### config.mk
export PLATFORM = sky130hd
export DESIGN_NAME = una_top
export DESIGN_NICKNAME = d
export VERILOG_FILES = /design/src/una_pkg.sv /design/src/una_slice_if.sv /design/src/una_top.sv /design/src/una_slice_ctr.sv /design/src/una_voter.sv
export SDC_FILE = /design/constraint.sdc
export NUM_CORES = 1
export LEC_CHECK = 0
export BUFFER_PORTS_ARGS = -buffer_cell sky130_fd_sc_hd__buf_2
export CAP_MARGIN = 20
export CORE_MARGIN = 2
export CORE_UTILIZATION = 25
export DETAILED_ROUTE_END_ITERATION = 8
export GPL_ROUTABILITY_DRIVEN = 1
export PLACE_DENSITY = 0.44
export SYNTH_ARGS = -nofsm -noshare
export SYNTH_HDL_FRONTEND = slang
export SYNTH_SLANG_ARGS = --single-unit
### constraint.sdc
create_clock -name mclk -period 2 [get_ports mclk]
set_input_delay 0.4 -clock mclk [delete_from_list [all_inputs] [get_ports mclk]]
set_output_delay 0.4 -clock mclk [all_outputs]
set_load 0.05 [all_outputs]
### src/una_pkg.sv
// package: register map, field positions and timing counts of the serial port
`default_nettype none
package una_pkg;
	// register byte offsets
	localparam logic [4:0] OFS_CTRL = 5'h00; // control
	localparam logic [4:0] OFS_DATA = 5'h04; // serial_buffer
	localparam logic [4:0] OFS_STAT = 5'h08; // status, read only
	localparam logic [4:0] OFS_ICLR = 5'h0C; // event clear, write only
	localparam logic [4:0] OFS_IEN = 5'h10; // event enable
	// control fields
	localparam int CTRL_RX_EN = 0; // receive enable
	localparam int CTRL_DBL = 1; // rate_double_sel
	localparam int CTRL_TX9 = 2; // tx_ninth_bit
	localparam int CTRL_W = 3;
	localparam logic [2:0] CTRL_RST = 3'h0;
	// status fields, the two events lowest
	localparam int ST_TX_DONE = 0; // tx_done_flag
	localparam int ST_RX_DONE = 1; // rx_done_flag
	localparam int ST_RX9 = 2; // rx_ninth_bit
	localparam int ST_TX_BUSY = 3;
	localparam int ST_RX_BUSY = 4;
	localparam int EVT_W = 2;
	localparam logic [1:0] IEN_RST = 2'h0;
	// clocks per slice: 16 slices of 2 or 4 clocks give 1/32 or 1/64 of mclk
	localparam int PRE_FAST = 2;
	localparam int PRE_SLOW = 4;
	localparam logic [3:0] SLICE_LAST = 4'hF;
	// vote samples in the 8th, 9th and 10th slice
	localparam logic [3:0] SMP_A = 4'h7;
	localparam logic [3:0] SMP_B = 4'h8;
	localparam logic [3:0] SMP_C = 4'h9;
	// frame: start, 8 data, ninth, stop
	localparam int FRAME_BITS = 11;
	localparam logic [3:0] TX_LAST = 4'hA; // index of the stop bit rollover
	localparam logic [3:0] RX_LAST = 4'h8; // index of the ninth data bit
	typedef enum logic [3:0] {
		RX_IDLE = 4'h1,
		RX_START = 4'h2,
		RX_DATA = 4'h4,
		RX_STOP = 4'h8
	} una_rx_state_t;
endpackage
`default_nettype wire

### src/una_slice_if.sv
// interface: one divide-by-16 slice counter and its users
`timescale 1ns/100ps
`default_nettype none
interface una_slice_if;
	logic dbl; // rate_double_sel
	logic restart; // zero prescaler and slice count
	logic tick; // one slice has elapsed
	logic roll; // tick on the last slice
	logic [3:0] slice; // current slice 0..15
	modport ctr (input dbl, input restart, output tick, output roll, output slice);
	modport tap (input tick, input slice);
endinterface
`default_nettype wire

### src/una_top.sv
// module: nine-bit asynchronous serial port with classic Wishbone registers
// Notes on behaviour
// - frame: start, 8 data LSB first, ninth, stop
// - ninth transmitted bit from tx_ninth_bit
// - received ninth bit goes to rx_ninth_bit
// - bit rate is mclk/32 doubled, else mclk/64
// - buffer write starts at next slice rollover
// - each later bit at next rollover
// - stop bit after all nine data bits
// - tx_done_flag at eleventh rollover after write
// - no reception while receive enable low
// - falling edge starts frame, sixteen-fold monitoring; the code watches for the edge every clock
// - falling edge restarts the slice counter
// - bit value by majority of slices 8-10
// - start bit voted high aborts the frame
// - nine data shifts, then load on the stop bit vote
`timescale 1ns/100ps
`default_nettype none
module una_top (
	input wire logic mclk, // system clock, 25 MHz
	input wire logic rstn, // async reset, active low
	input wire logic wb_cyc_i, // bus cycle
	input wire logic wb_stb_i, // strobe
	input wire logic wb_we_i, // write
	input wire logic [4:0] wb_adr_i, // byte address
	input wire logic [3:0] wb_sel_i, // byte lanes
	input wire logic [31:0] wb_dat_i, // write data
	output logic [31:0] wb_dat_o, // read data
	output logic wb_ack_o, // acknowledge
	input wire logic rxd, // receive line, asynchronous
	output logic txd, // transmit line
	output logic irq // level interrupt
);
	// bus slave state
	logic ack_ff; // ack, one cycle
	logic [31:0] rdat_ff; // read data
	logic req; // new request this cycle
	logic wr_go; // write takes effect at the ack edge
	logic lane0; // low byte lane written
	// software state
	logic [una_pkg::CTRL_W-1:0] ctrl_ff; // control register
	logic [una_pkg::EVT_W-1:0] ien_ff; // event enables
	logic [una_pkg::EVT_W-1:0] sts_ff; // sticky events
	logic [una_pkg::EVT_W-1:0] evt_set; // events this cycle
	logic [una_pkg::EVT_W-1:0] evt_clr; // clear strobes
	logic irq_ff; // registered interrupt
	// transmitter
	logic tx_wr; // accepted buffer write
	logic tx_busy_ff; // frame in progress
	logic [10:0] tx_shift_ff; // frame still to send
	logic [3:0] tx_cnt_ff; // rollovers since the write
	logic txd_ff; // line register
	// receiver
	logic rx_s1_ff; // sync stage one
	logic rx_s2_ff; // sync stage two
	logic rx_prev_ff; // last synced level
	logic rx_fall; // high to low seen
	logic rx_go; // frame start
	una_pkg::una_rx_state_t rx_st_ff; // receive state
	una_pkg::una_rx_state_t nxt_rx_st; // next receive state
	logic [8:0] rx_shift_ff; // bits gathered, LSB first
	logic [3:0] rx_cnt_ff; // data bits gathered
	logic [7:0] rx_buf_ff; // received serial_buffer
	logic rx9_ff; // rx_ninth_bit
	logic rx_load; // frame accepted
	logic vote_bit; // voted bit
	logic vote_vld; // voted bit pulse

	una_slice_if tx_sl (); // transmit slice timing
	una_slice_if rx_sl (); // receive slice timing

	// both counters follow the same rate select
	assign tx_sl.dbl = ctrl_ff[una_pkg::CTRL_DBL];
	assign rx_sl.dbl = ctrl_ff[una_pkg::CTRL_DBL];
	// the transmit counter is free running; the write waits for it
	assign tx_sl.restart = 1'b0;
	assign rx_sl.restart = rx_go;

	una_slice_ctr u_tx_ctr (
		.mclk(mclk),
		.rstn(rstn),
		.sl(tx_sl)
	);

	una_slice_ctr u_rx_ctr (
		.mclk(mclk),
		.rstn(rstn),
		.sl(rx_sl)
	);

	una_voter u_voter (
		.mclk(mclk),
		.rstn(rstn),
		.sl(rx_sl),
		.din(rx_s2_ff),
		.bit_o(vote_bit),
		.vld_o(vote_vld)
	);

	// bus decode: ack one cycle after the request, write on the ack edge
	assign req = wb_cyc_i & wb_stb_i & ~ack_ff;
	assign wr_go = wb_cyc_i & wb_stb_i & wb_we_i & ack_ff;
	assign lane0 = wr_go & wb_sel_i[0];
	assign wb_ack_o = ack_ff;
	assign wb_dat_o = rdat_ff;

	// acknowledge, dropped the cycle after it is given
	always_ff @(posedge mclk or negedge rstn) begin
		if (!rstn)
			ack_ff <= 1'b0;
		else
			ack_ff <= req;
	end

	// read mux, captured with the request; unmapped reads give zero
	always_ff @(posedge mclk or negedge rstn) begin
		if (!rstn) begin
			rdat_ff <= 32'h0;
		end else if (req && !wb_we_i) begin
			if (wb_adr_i == una_pkg::OFS_CTRL) begin
				rdat_ff <= {29'h0, ctrl_ff};
			end else if (wb_adr_i == una_pkg::OFS_DATA) begin
				rdat_ff <= {24'h0, rx_buf_ff};
			end else if (wb_adr_i == una_pkg::OFS_STAT) begin
				rdat_ff <= {27'h0, rx_st_ff != una_pkg::RX_IDLE, tx_busy_ff, rx9_ff, sts_ff};
			end else if (wb_adr_i == una_pkg::OFS_IEN) begin
				rdat_ff <= {30'h0, ien_ff};
			end else begin
				rdat_ff <= 32'h0;
			end
		end
	end

	// control and enable registers
	always_ff @(posedge mclk or negedge rstn) begin
		if (!rstn) begin
			ctrl_ff <= una_pkg::CTRL_RST;
			ien_ff <= una_pkg::IEN_RST;
		end else if (lane0 && wb_adr_i == una_pkg::OFS_CTRL) begin
			ctrl_ff <= wb_dat_i[una_pkg::CTRL_W-1:0];
		end else if (lane0 && wb_adr_i == una_pkg::OFS_IEN) begin
			ien_ff <= wb_dat_i[una_pkg::EVT_W-1:0];
		end
	end

	// sticky events: a set in the clearing cycle survives
	assign evt_clr = (lane0 && wb_adr_i == una_pkg::OFS_ICLR) ?
		wb_dat_i[una_pkg::EVT_W-1:0] : 2'h0;
	assign evt_set = {rx_load, tx_busy_ff & tx_sl.roll & (tx_cnt_ff == una_pkg::TX_LAST)};

	always_ff @(posedge mclk or negedge rstn) begin
		if (!rstn)
			sts_ff <= 2'h0;
		else
			sts_ff <= (sts_ff & ~evt_clr) | evt_set;
	end

	// interrupt level from enabled events
	always_ff @(posedge mclk or negedge rstn) begin
		if (!rstn)
			irq_ff <= 1'b0;
		else
			irq_ff <= |(sts_ff & ien_ff);
	end
	assign irq = irq_ff;

	// transmitter: a write while busy is dropped, the frame is not disturbed
	assign tx_wr = lane0 && wb_adr_i == una_pkg::OFS_DATA && !tx_busy_ff;
	assign txd = txd_ff;

	// frame image and bit counter
	always_ff @(posedge mclk or negedge rstn) begin
		if (!rstn) begin
			tx_busy_ff <= 1'b0;
			tx_shift_ff <= 11'h7FF;
			tx_cnt_ff <= 4'h0;
		end else if (tx_wr) begin
			tx_busy_ff <= 1'b1;
			// stop, ninth, data LSB first, start
			tx_shift_ff <= {1'b1, ctrl_ff[una_pkg::CTRL_TX9], wb_dat_i[7:0], 1'b0};
			tx_cnt_ff <= 4'h0;
		end else if (tx_busy_ff && tx_sl.roll) begin
			tx_shift_ff <= {1'b1, tx_shift_ff[10:1]};
			tx_cnt_ff <= tx_cnt_ff + 4'h1;
			// stop bit goes out on the eleventh rollover; frame is done
			if (tx_cnt_ff == una_pkg::TX_LAST)
				tx_busy_ff <= 1'b0;
		end
	end

	// line changes only on a rollover, never at the write itself
	always_ff @(posedge mclk or negedge rstn) begin
		if (!rstn)
			txd_ff <= 1'b1;
		else if (tx_busy_ff && tx_sl.roll)
			txd_ff <= tx_shift_ff[0];
	end

	// receive line synchroniser and edge memory
	always_ff @(posedge mclk or negedge rstn) begin
		if (!rstn) begin
			rx_s1_ff <= 1'b1;
			rx_s2_ff <= 1'b1;
			rx_prev_ff <= 1'b1;
		end else begin
			rx_s1_ff <= rxd;
			rx_s2_ff <= rx_s1_ff;
			rx_prev_ff <= rx_s2_ff;
		end
	end

	// edge watch runs every clock, finer than the sixteen-fold slice rate
	assign rx_fall = rx_prev_ff & ~rx_s2_ff;
	assign rx_go = (rx_st_ff == una_pkg::RX_IDLE) && ctrl_ff[una_pkg::CTRL_RX_EN] && rx_fall;
	// frame kept only if software has taken the last one
	assign rx_load = (rx_st_ff == una_pkg::RX_STOP) && vote_vld && !sts_ff[una_pkg::ST_RX_DONE];

	// receive sequence
	always_comb begin
		nxt_rx_st = rx_st_ff;
		case (rx_st_ff)
			una_pkg::RX_IDLE: begin
				if (rx_go)
					nxt_rx_st = una_pkg::RX_START;
			end
			una_pkg::RX_START: begin
				if (!ctrl_ff[una_pkg::CTRL_RX_EN])
					nxt_rx_st = una_pkg::RX_IDLE;
				else if (vote_vld && vote_bit)
					nxt_rx_st = una_pkg::RX_IDLE;
				else if (vote_vld)
					nxt_rx_st = una_pkg::RX_DATA;
			end
			una_pkg::RX_DATA: begin
				if (!ctrl_ff[una_pkg::CTRL_RX_EN])
					nxt_rx_st = una_pkg::RX_IDLE;
				else if (vote_vld && rx_cnt_ff == una_pkg::RX_LAST)
					nxt_rx_st = una_pkg::RX_STOP;
			end
			una_pkg::RX_STOP: begin
				if (!ctrl_ff[una_pkg::CTRL_RX_EN] || vote_vld)
					nxt_rx_st = una_pkg::RX_IDLE;
			end
			default: begin
				nxt_rx_st = una_pkg::RX_IDLE;
			end
		endcase
	end

	always_ff @(posedge mclk or negedge rstn) begin
		if (!rstn)
			rx_st_ff <= una_pkg::RX_IDLE;
		else
			rx_st_ff <= nxt_rx_st;
	end

	// data shifter: newest bit enters at the top, so LSB lands at bit 0
	always_ff @(posedge mclk or negedge rstn) begin
		if (!rstn) begin
			rx_shift_ff <= 9'h0;
			rx_cnt_ff <= 4'h0;
		end else if (rx_st_ff == una_pkg::RX_START) begin
			rx_cnt_ff <= 4'h0;
		end else if (rx_st_ff == una_pkg::RX_DATA && vote_vld) begin
			rx_shift_ff <= {vote_bit, rx_shift_ff[8:1]};
			rx_cnt_ff <= rx_cnt_ff + 4'h1;
		end
	end

	// buffer and ninth bit load on the stop bit vote after the ninth bit
	always_ff @(posedge mclk or negedge rstn) begin
		if (!rstn) begin
			rx_buf_ff <= 8'h0;
			rx9_ff <= 1'b0;
		end else if (rx_load) begin
			rx_buf_ff <= rx_shift_ff[7:0];
			rx9_ff <= rx_shift_ff[8];
		end
	end

	property p_idle_high;
		@(posedge mclk) disable iff (!rstn)
		!tx_busy_ff && !$past(tx_busy_ff) |-> txd;
	endproperty
	a_idle_high: assert property (p_idle_high) else $error("line low while idle");
	// start bit within one full slow rollover period of the write
	property p_start_late;
		@(posedge mclk) disable iff (!rstn)
		tx_wr |=> ##[1:64] !txd;
	endproperty
	a_start_late: assert property (p_start_late) else $error("start bit not on the rollover");
	property p_first_wait;
		@(posedge mclk) disable iff (!rstn)
		tx_wr |=> txd;
	endproperty
	a_first_wait: assert property (p_first_wait) else $error("start bit at the write");
	property p_on_roll;
		@(posedge mclk) disable iff (!rstn)
		$changed(txd) |-> $past(tx_sl.roll) && $past(tx_busy_ff);
	endproperty
	a_on_roll: assert property (p_on_roll) else $error("line moved off a rollover");
	property p_ninth;
		@(posedge mclk) disable iff (!rstn)
		tx_wr |=> tx_shift_ff[9] == $past(ctrl_ff[una_pkg::CTRL_TX9]);
	endproperty
	a_ninth: assert property (p_ninth) else $error("ninth bit not from control");
	property p_stop_done;
		@(posedge mclk) disable iff (!rstn)
		$rose(sts_ff[una_pkg::ST_TX_DONE]) |-> txd && $past(tx_cnt_ff) == una_pkg::TX_LAST;
	endproperty
	a_stop_done: assert property (p_stop_done) else $error("done flag not at stop bit");
	property p_rx_off;
		@(posedge mclk) disable iff (!rstn)
		!ctrl_ff[una_pkg::CTRL_RX_EN] |=> rx_st_ff == una_pkg::RX_IDLE;
	endproperty
	a_rx_off: assert property (p_rx_off) else $error("receiving while disabled");
	property p_restart;
		@(posedge mclk) disable iff (!rstn)
		rx_go |=> rx_sl.slice == 4'h0 && rx_st_ff == una_pkg::RX_START;
	endproperty
	a_restart: assert property (p_restart) else $error("slice count not reset on edge");
	property p_abort;
		@(posedge mclk) disable iff (!rstn)
		rx_st_ff == una_pkg::RX_START && vote_vld && vote_bit |=> rx_st_ff == una_pkg::RX_IDLE;
	endproperty
	a_abort: assert property (p_abort) else $error("bad start bit not dropped");
	property p_load;
		@(posedge mclk) disable iff (!rstn)
		rx_load |=> sts_ff[una_pkg::ST_RX_DONE] && rx9_ff == $past(rx_shift_ff[8])
			&& rx_buf_ff == $past(rx_shift_ff[7:0]);
	endproperty
	a_load: assert property (p_load) else $error("receive load wrong");
	property p_keep;
		@(posedge mclk) disable iff (!rstn)
		sts_ff[una_pkg::ST_RX_DONE] |=> $stable(rx_buf_ff) && $stable(rx9_ff);
	endproperty
	a_keep: assert property (p_keep) else $error("buffer overwritten while full");
endmodule
`default_nettype wire

### src/una_slice_ctr.sv
// module: oscillator prescaler and divide-by-16 bit-slice counter
`timescale 1ns/100ps
`default_nettype none
module una_slice_ctr #(
	parameter int DIV_FAST = una_pkg::PRE_FAST, // clocks per slice, doubled rate
	parameter int DIV_SLOW = una_pkg::PRE_SLOW // clocks per slice, normal rate
) (
	input wire logic mclk, // system clock
	input wire logic rstn, // async reset, active low
	una_slice_if.ctr sl // counter side
);
	// the three-bit prescaler cannot count beyond eight clocks a slice
	if (DIV_FAST < 1 || DIV_SLOW < 1 || DIV_FAST > 8 || DIV_SLOW > 8) begin : g_bad_div
		$error("prescaler divisors must lie in 1..8");
	end

	logic [2:0] pre_ff; // prescaler
	logic [3:0] slice_ff; // slice count
	logic pre_last; // prescaler at its last count

	// rate select picks the prescale length
	assign pre_last = sl.dbl ? (pre_ff == 3'(DIV_FAST - 1)) : (pre_ff == 3'(DIV_SLOW - 1));
	// a restart swallows the tick so a slice never comes early
	assign sl.tick = pre_last & ~sl.restart;
	assign sl.roll = sl.tick & (slice_ff == una_pkg::SLICE_LAST);
	assign sl.slice = slice_ff;

	// prescaler
	always_ff @(posedge mclk or negedge rstn) begin
		if (!rstn)
			pre_ff <= 3'h0;
		else if (sl.restart || pre_last)
			pre_ff <= 3'h0;
		else
			pre_ff <= pre_ff + 3'h1;
	end

	// slice counter wraps after 16
	always_ff @(posedge mclk or negedge rstn) begin
		if (!rstn)
			slice_ff <= 4'h0;
		else if (sl.restart)
			slice_ff <= 4'h0;
		else if (sl.tick)
			slice_ff <= slice_ff + 4'h1;
	end

	property p_slow_rate;
		@(posedge mclk) disable iff (!rstn)
		sl.tick && !sl.dbl |=> (!sl.tick || sl.dbl) [*3];
	endproperty
	a_slow_rate: assert property (p_slow_rate) else $error("slice tick too early at /64");

	property p_fast_rate;
		@(posedge mclk) disable iff (!rstn)
		sl.tick && sl.dbl && !sl.restart |=>
			!sl.tick ##1 (sl.tick || sl.restart || $past(sl.restart) || !sl.dbl);
	endproperty
	a_fast_rate: assert property (p_fast_rate) else $error("slice tick spacing wrong at /32");
endmodule
`default_nettype wire

### src/una_voter.sv
// module: two-of-three bit voter on slices 8, 9 and 10
`timescale 1ns/100ps
`default_nettype none
module una_voter (
	input wire logic mclk, // system clock
	input wire logic rstn, // async reset, active low
	una_slice_if.tap sl, // receive slice counter
	input wire logic din, // synchronised receive line
	output logic bit_o, // voted bit
	output logic vld_o // one-cycle pulse, bit_o fresh
);
	logic smp_a_ff; // sample in slice 8
	logic smp_b_ff; // sample in slice 9
	logic bit_ff; // voted value
	logic vld_ff; // vote pulse

	assign bit_o = bit_ff;
	assign vld_o = vld_ff;

	// early samples, kept until the vote
	always_ff @(posedge mclk or negedge rstn) begin
		if (!rstn) begin
			smp_a_ff <= 1'b1;
			smp_b_ff <= 1'b1;
		end else if (sl.tick && sl.slice == una_pkg::SMP_A) begin
			smp_a_ff <= din;
		end else if (sl.tick && sl.slice == una_pkg::SMP_B) begin
			smp_b_ff <= din;
		end
	end

	// majority on the third sample; a single glitch cannot flip a bit
	always_ff @(posedge mclk or negedge rstn) begin
		if (!rstn) begin
			bit_ff <= 1'b1;
			vld_ff <= 1'b0;
		end else begin
			vld_ff <= sl.tick && sl.slice == una_pkg::SMP_C;
			if (sl.tick && sl.slice == una_pkg::SMP_C)
				bit_ff <= (smp_a_ff & smp_b_ff) | (smp_a_ff & din) | (smp_b_ff & din);
		end
	end

	property p_vote;
		@(posedge mclk) disable iff (!rstn)
		sl.tick && sl.slice == una_pkg::SMP_C |=>
			vld_o && bit_o == (($past(smp_a_ff) + $past(smp_b_ff) + $past(din)) >= 2'd2);
	endproperty
	a_vote: assert property (p_vote) else $error("vote not majority of three");
endmodule
`default_nettype wire

# == After elaboration in Yosys (flattened, before gate mapping) ==
# Cells that the tools add are included.
# totals
reg_bits,105
input_bits,47
out_inout_bits,35
elab_cells,142
# classes
addsub,6
n_eq_ne,23
mux,28
bitwise_logic,25
reduce_logical,34
# op_table
cell,count
4-bit two-way mux,13
32-bit two-way mux,1
4-bit == test (second input constant),6
11-bit two-way mux,2
1-bit logical AND,17
4-bit by 1-bit adder with 4-bit output (second input constant),4
4-bit case mux with 4 select lines,1
1-bit bitwise AND,13
5-bit by 4-bit == test with 1-bit output (second input constant),2
4-bit by 3-bit == test with 1-bit output (second input constant),2
8-bit two-way mux,1
2-bit AND reduction,4
2-bit nonzero test,4
3-bit by 1-bit adder with 3-bit output (second input constant),2
3-bit by 1-bit == test with 1-bit output (second input constant),2
3-bit by 2-bit == test with 1-bit output (second input constant),2
3-bit two-way mux,2
1-bit inverter,6
5-bit by 3-bit == test with 1-bit output (second input constant),1
5-bit == test (second input constant),1
5-bit zero test,1
1-bit two-way mux,5
5-bit two-way mux,1
2-bit bitwise AND,2
14 further kinds,21

# == Depth between registers and ports, before layout ==
# Gate-level depths: netlist of the first run.
# logic_depth
depth_word,9
ltp_mapped,6
depth_no_buf,5

# == By module ==
# A second synthesis of the first run with hierarchy kept.
# unflattened
hier_cells,365
area_unflattened_um2,3950.0
# modules_own_cells
mod,n_inst,cells_each,area_each_um2,seq_area_each_um2
una_top,1,283,3029.2,1570.3
una_slice_ctr (u_rx_ctr),1,34,365.4,175.2
una_slice_ctr (u_tx_ctr),1,35,359.1,175.2
una_voter,1,13,196.4,103.8

# == Worst setup path after synthesis of the first run ==
# Ideal clock, no wire load.
# synth_path
path_type,register to register
startpoint,"register ack_ff, in the netlist wb_ack_o"
endpoint,register tx_shift_ff[6]
setup_time_ps,82
t_arrival_ps,1974
required_time_ps,1918
setup_slack_ps,-56
stages_incl_launch_ff,6
n_path_buf,1
synth_period_minus_slack_ps,2056
path_cell_list,dfrtp_1 -> nand3_1 -> or2_2 -> nor3_2 -> buf_4 -> mux2_2
# synth_between
elab_chain_cells,5
elab_cells_between_ends,6
cone_classes,1 x mux; 2 x bitwise; 3 x reduce/logical
# synth_lines
item,line,rtl
start: declaration,una_top.sv:35,logic ack_ff;
start signal: assignment,una_top.sv:112,ack_ff <= req;
1-bit bitwise AND *,una_top.sv:102,assign wr_go = wb_cyc_i & wb_stb_i & wb_we_i & ack_ff;
1-bit bitwise AND *,una_top.sv:103,assign lane0 = wr_go & wb_sel_i[0];
1-bit logical AND * (2 in a row),una_top.sv:168,assign tx_wr = lane0 && wb_adr_i == una_pkg::OFS_DATA && !tx_busy_ff;
11-bit two-way mux / 2-bit nonzero test (equally long branches),--,
end signal: assignment,una_top.sv:180,"tx_shift_ff <= {1'b1, ctrl_ff[una_pkg::CTRL_TX9], wb_dat_i[7:0], 1'b0};"
end signal: assignment,una_top.sv:183,"tx_shift_ff <= {1'b1, tx_shift_ff[10:1]};"
end: declaration,una_top.sv:50,logic [10:0] tx_shift_ff;
# Every way passes the cells marked *; elsewhere a longest branch is shown, timed or not.
# A chain may end at the register's enable or synchronous reset.

# == Final worst setup path of the first run ==
# layout_path
startpoint,register ctrl_ff[1] in the netlist's numbering
endpoint,register u_voter.smp_a_ff
# layout_between
elab_chain_cells,3
# layout_lines
item,line,rtl
start: declaration,una_top.sv:41,logic [una_pkg::CTRL_W-1:0] ctrl_ff;
start signal: assignment,una_top.sv:137,ctrl_ff <= una_pkg::CTRL_RST;
start signal: assignment,una_top.sv:140,ctrl_ff <= wb_dat_i[una_pkg::CTRL_W-1:0];
1-bit two-way mux,una_slice_ctr.sv:22,assign pre_last = sl.dbl ? (pre_ff == 3'(DIV_FAST - 1)) : (pre_ff == 3'(DIV_SLOW - 1));
1-bit bitwise AND,una_slice_ctr.sv:24,assign sl.tick = pre_last & ~sl.restart;
1-bit logical AND,una_voter.sv:25,end else if (sl.tick && sl.slice == una_pkg::SMP_A) begin
end signal: assignment,una_voter.sv:26,smp_a_ff <= din;
end: declaration,una_voter.sv:12,logic smp_a_ff;
# No other way between the ends.

==> results of run 1 <==
[power by group]
| part | switching [mW] | internal, mW |
|---|---|---|
| Clock | 0.647 | 1.22 |
| Combinational | 0.343 | 0.209 |
| Sequential | 0.126 | 1.78 |
| Total | 1.12 | 3.21 |
[synth_stat cells (2+ instances only)]
| cell type | count | share of area, % |
|---|---|---|
| xor2_1 | 5 | 1.1 |
| nand3_1 | 7 | 0.90 |
| buf_6 | 2 | 0.58 |
| buf_4 | 27 | 5.2 |
| and3_1 | 3 | 0.48 |
| mux2i_1 | 8 | 2.0 |
| buf_2 | 4 | 0.51 |
| or3_1 | 4 | 0.64 |
| clkbuf_1 | 2 | 0.19 |
| o21ai_0 | 4 | 0.51 |
| dfrtp_1 | 62 | 40 |
| a22o_1 | 5 | 1.1 |
| and2_1 | 2 | 0.32 |
| nor3_1 | 4 | 0.51 |
| o31ai_1 | 4 | 0.77 |
| nor4_1 | 4 | 0.64 |
| xnor2_1 | 11 | 2.5 |
| nor3_2 | 2 | 0.51 |
| nor2_1 | 24 | 2.3 |
| inv_1 | 9 | 0.86 |
| nand3b_1 | 3 | 0.58 |
| dfstp_2 | 18 | 12 |
| mux2_2 | 36 | 10 |
| nor2b_1 | 3 | 0.48 |
| nand4_1 | 3 | 0.48 |
| nand2b_1 | 5 | 0.80 |
| nand2_1 | 11 | 1.1 |
| mux2_4 | 9 | 3.5 |
| nand4b_1 | 4 | 0.90 |
| a21oi_1 | 10 | 1.3 |
| ha_1 | 10 | 3.2 |
[sequential cells by signal (all words and copies together) (netlist names), 2 cells and up]
name	flops
ctrl_ff	3
wb_dat_o	8
tx_shift_ff	10
u_tx_ctr.sl.slice	4
ien_ff	2
u_rx_ctr.pre_ff	3
u_rx_ctr.sl.slice	4
rx_st_ff	4
u_tx_ctr.pre_ff	3
rx_cnt_ff	4
tx_cnt_ff	4
rx_shift_ff	9
rx_buf_ff	8
sts_ff	2
[worst paths after layout]
path                                        start                            to  slack [ps]  cells after the start
setup reg to reg           ctrl_ff[1]$_DFFE_PN0P_  u_voter.smp_a_ff$_DFFE_PN1P_         160                      4
max in group asynchronous                    rstn       rx_st_ff[0]$_DFFE_PN1P_         900                      3
hold reg to reg                rx_s1_ff$_DFF_PN1_            rx_s2_ff$_DFF_PN1_         360                      0
hold / removal                                rxd            rx_s1_ff$_DFF_PN1_         160                      1
setup / recovery           ctrl_ff[1]$_DFFE_PN0P_  u_voter.smp_a_ff$_DFFE_PN1P_         160                      4
min in group asynchronous                    rstn            wb_ack_o$_DFF_PN0_         500                      2
[area by class of cell]
class | instances | share of cell area (%)
Sequential cell | 80 | 43.6
Multi-Input combinational cell | 221 | 36.3
Timing Repair Buffer | 47 | 6.62
Tap cell | 211 | 5.68
Clock buffer | 12 | 5.08
Clock inverter | 4 | 2.04
Inverter | 9 | 0.726
[metrics by stage]
| stage | cells | hold slack [ps] | cell area [µm²] | power, mW | setup WS, ps |
|---|---|---|---|---|---|
| after floorplan | 345 | 104 | 4000 | 2.37 | 91.7 |
| after global placement | 567 | 334 | 4310 | 2.48 | 144 |
| after detailed placement | 567 | 337 | 4310 | 2.50 | 129 |
| after CTS | 584 | 140 | 4650 | 4.41 | 103 |
| after global routing | 584 | 145 | 4650 | 4.56 | 40.6 |
| final | 584 | 161 | 4650 | 4.32 | 160 |
[kinds of logic (layout without fill, tap and decap cells)]
family          after synthesis  after routing
xor+xnor                     16             16
compound gates               27             27
other cells                   1             24
flops                        80             80
mux                          54             54
simple gates                 89             89
buf+inv                      44             72
fa+ha+maj                    11             11
[metal layers]
metal  wire length (µm)  global-route usage, %  vias up
li1                   -                      -     1168
met1               3560                   12.6     1210
met2               3510                   15.4       52
met3                314                   3.30       11
met4                104                   3.58        0
met5                  0                      0        -
[worst max-delay path, delay by kind of cell (launching register included)]
family,cells,cell delay (ps)
DFF,1,450
xor gates and xnor gates,1,290
and+or+nand+nor,2,640
muxes,1,380
==> flow_summary.ini, run 1 <==
[detailed_routing]
dr.pass1.iters = 4
drt-total-wl_um = 7490
postRouteAntennaNets = 0
drc = 0
avgViaCountPerCell = 4.18
vias = 2441
wl_per_cell_um = 12.8
first_iter_violations = 105

[cells_and_area]
final.fill_count = 1555
syn_to_final_growth_pct = 18.9
final_util_pct = 30.5
diodes = 0
layout_commonest_cell = dfrtp_1
ff_latch_area_um2 = 2030
layout_common_cells = dfrtp_1, mux2_2, buf_2
fin_nets = 425
multi_input_comb_area_um2 = 1690
drive_gt1_share_pct = 34.9

[synthesis]
synth_edf_count = 0
postSynthAreaPerCell_um2 = 12.2
yosys.area_share.adder_pct = 3.45
synth-seq-cells = 80
synth_top_flop_cell = dfrtp_1
ys_async_sr_fraction_pct = 100
synth-simple-area-share_pct = 13.1
synth_compound_area_share_pct = 4.51
syn_area_um2 = 3910
yosysSeqAreaShare_pct = 51.7
synthXorXnorAreaFrac_pct = 3.58
ys_warn_count = 0
synth_top_family_by_area = multiplexers
ys_types = 48
netlist_instances = 322
synthMuxAreaShare_pct = 16.1

[timing]
setup_viol_count_final = 0
fin_setup_tns_ps = 0
min_period_ps = 1840
finalCritPeriodShare_pct = 92.0
fmax_mhz = 544
drv_slew = 0
skew_ps = 8.05
rsz0062_at_grt = no
timing_hold_violations_final = 0

[global_route]
overflow = 0
grt_max_degree = 30
grt_first_pass_wirelength_um = 12700
antenna_found_initial = 0
grt.total_usage_pct = 9.82
first_global_vias = 2493

[worst_setup_path]
crit_path_cell_trace = xor2_1 -> nand3b_2 -> nor4_1 -> mux2_2
worst_path_max_delay_cell = dfrtp_1
startpoint_type = flip-flop
worstSetupPathType = flip-flop to flip-flop
path_max_fanout = 9
arrival_ps = 2100
critPathRequiredTime_ps = 2260
slowest_delay_ps = 450
endpoint_kind = flip-flop

[hold_path]
hold_path_class = input port to flip-flop

[floorplan]
fp.dieW_um = 129
rows = 45
die-area_um2 = 16700
initial_core_util_pct = 25.6
fp.dieH_um = 129
core-area_um2 = 15300
io_pins = 82

[clock_tree]
path_clk_slew_ps = 60
cts-root-buf = clkbuf_16
post_cts_resized = 0
cts_tree = done
insertion_delay_ps = 340
cts_num_sinks = 80
postCtsSetupBuffers = 0
clk_path_buf_depth = 2
cts_htree_levels = 3
cts_buffers = 9
ctsHoldBuffers = 1

[placed_design]
port_buffers = 30
dp_hpwl_um = 5460
gp_congestion = 0.753

[power]
peakVddDrop_mv = 0.387
p_leak_nw = 2.17
power_density_nw_per_um2 = 930

[job]
cap_violations = 0

[status]
status = finished, final reports clean
Note: power is estimated with default switching activity, not from simulation.
==> inputs of run 2 (changes only) <==
--- a/config.mk
+++ b/config.mk
@@ -11,6 +11,7 @@
 export CORE_UTILIZATION = 25
 export DETAILED_ROUTE_END_ITERATION = 8
 export GPL_ROUTABILITY_DRIVEN = 1
+export MAX_ROUTING_LAYER = met4
 export PLACE_DENSITY = 0.44
 export SYNTH_ARGS = -nofsm -noshare
 export SYNTH_HDL_FRONTEND = slang
==> run 2 against run 1 <==
  * Maximum frequency down 0.16%
  * Combinational power about the same
  * Global-route usage up 0.33 points
  * Flip-flop and latch count unchanged
  * Wire length about the same
  * First-iteration DRC count down 1.9%
  * Critical path depth unchanged
  * Sequential share of layout area unchanged
  * Worst setup slack worse by 2.9 ps
  * Largest cell class unchanged
==> flow_summary.ini, run 2 (synthesis gave the netlist of run 1 again) <==
[timing]
drv_slew = 0
timing_hold_violations_final = 0
rsz0062_at_grt = no
finalCritPeriodShare_pct = 92.1
skew_ps = 7.88
fmax_mhz = 543
setup_viol_count_final = 0
min_period_ps = 1840
fin_setup_tns_ps = 0
worst_slack_ps = 157

[cells_and_area]
fin_nets = 425
syn_to_final_growth_pct = 18.9
ff_latch_area_um2 = 2030
top_regs = tx_shift_ff x10, rx_shift_ff x9
final_util_pct = 30.5
final.fill_count = 1555
layout_commonest_cell = dfrtp_1
regMostFlops = tx_shift_ff
drive_gt1_share_pct = 34.9
diodes = 0
final_cells = 584
largest_reg_flops = 10
layout_common_cells = dfrtp_1, mux2_2, buf_2
multi_input_comb_area_um2 = 1690

[clock_tree]
path_clk_slew_ps = 60
insertion_delay_ps = 340
clk_path_buf_depth = 2
cts_buffers = 9
cts_tree = done
cts_htree_levels = 3
post_cts_resized = 0
cts_num_sinks = 80
cts-root-buf = clkbuf_16

[worst_setup_path]
crit_path_cell_trace = xor2_1 -> nand3b_2 -> nor4_1 -> mux2_2
endpoint_kind = flip-flop
worst_path_max_delay_cell = dfrtp_1
slowest_delay_ps = 450
critPathRequiredTime_ps = 2260
worstSetupPathType = flip-flop to flip-flop
startpoint_type = flip-flop
arrival_ps = 2100
path_max_fanout = 9

[detailed_routing]
vias = 2441
avgViaCountPerCell = 4.18
dr.pass1.iters = 4
first_iter_violations = 103
drt-total-wl_um = 7490
postRouteAntennaNets = 0
drc = 0
wl_per_cell_um = 12.8

[status]
status = finished, final reports clean

[power]
pwr-share-seq_pct = 44.1
pwr-share-comb_pct = 12.8
p_leak_nw = 2.17
p_sw_share_pct = 25.8
peakVddDrop_mv = 0.388
power_density_nw_per_um2 = 930
p_int_mw = 3.21
p_sw_mw = 1.12
p_clk_share_pct = 43.2

[floorplan]
die-area_um2 = 16700
core-area_um2 = 15300
io_pins = 82
rows = 45
initial_core_util_pct = 25.6
fp.dieH_um = 129
fp.dieW_um = 129

[hold_path]
hold_path_class = input port to flip-flop

[placed_design]
port_buffers = 30
dpl.cell_count = 567
gp_congestion = 0.762
dp_hpwl_um = 5460
place_ws_ps = 129

[global_route]
grt_first_pass_wirelength_um = 12700
overflow = 0
grt_max_degree = 30
grt.total_usage_pct = 10.1
antenna_found_initial = 0
first_global_vias = 2494

[job]
cap_violations = 0
[run 2: power by group through the flow]
stage	logic (mW)	registers [mW]	clock network [mW]
final	0.552	1.91	1.87
after global routing	0.631	1.94	2.00
after CTS	0.565	1.91	1.93
after detailed placement	0.559	1.94	0
after global placement	0.546	1.93	0
after floorplan	0.427	1.94	0
[run 2: area by class of cell]
cell class | count | share of cell area [%]
Timing Repair Buffer | 47 | 6.62
Tap cell | 211 | 5.68
Sequential cell | 80 | 43.6
Inverter | 9 | 0.726
Multi-Input combinational cell | 221 | 36.3
Clock inverter | 4 | 2.04
Clock buffer | 12 | 5.08
[run 2: critical path: cells and delay by family, from the launching register on]
family           cells  cell delay, ps
XOR/XNOR             1             290
flip-flops           1             450
AND/OR/NAND/NOR      2             640
multiplexers         1             380
[run 2: final timing paths]
kind | startpoint | end | slack (ps) | cells after the start
setup / recovery | ctrl_ff[1]$_DFFE_PN0P_ | u_voter.smp_a_ff$_DFFE_PN1P_ | 160 | 4
hold / removal | rxd | rx_s1_ff$_DFF_PN1_ | 160 | 1
setup reg to reg | ctrl_ff[1]$_DFFE_PN0P_ | u_voter.smp_a_ff$_DFFE_PN1P_ | 160 | 4
hold reg to reg | rx_s1_ff$_DFF_PN1_ | rx_s2_ff$_DFF_PN1_ | 360 | 0
max in group asynchronous | rstn | rx_st_ff[0]$_DFFE_PN1P_ | 900 | 3
min in group asynchronous | rstn | wb_ack_o$_DFF_PN0_ | 500 | 2
[run 2: repair_timing]
item                       4_1_cts  5_1_grt
setup buffers                    0        0
hold endpoints to repair        11        0
setup endpoints to repair        0        0
hold buffers                     1        0
[run 2: per-layer routing]
metal / global-route usage [%] / wire (µm)
met5: - / 0
met2: 15.4 / 3510
met3: 3.67 / 339
met4: 3.20 / 87
met1: 12.6 / 3550
[run 2: through the flow]
step | power, mW | hold WS, ps | area (µm²)
floorplan | 2.37 | 104 | 4000
detailed placement | 2.50 | 337 | 4310
CTS | 4.41 | 140 | 4650
finish | 4.33 | 160 | 4650
global route | 4.57 | 143 | 4650
global placement | 2.48 | 334 | 4310
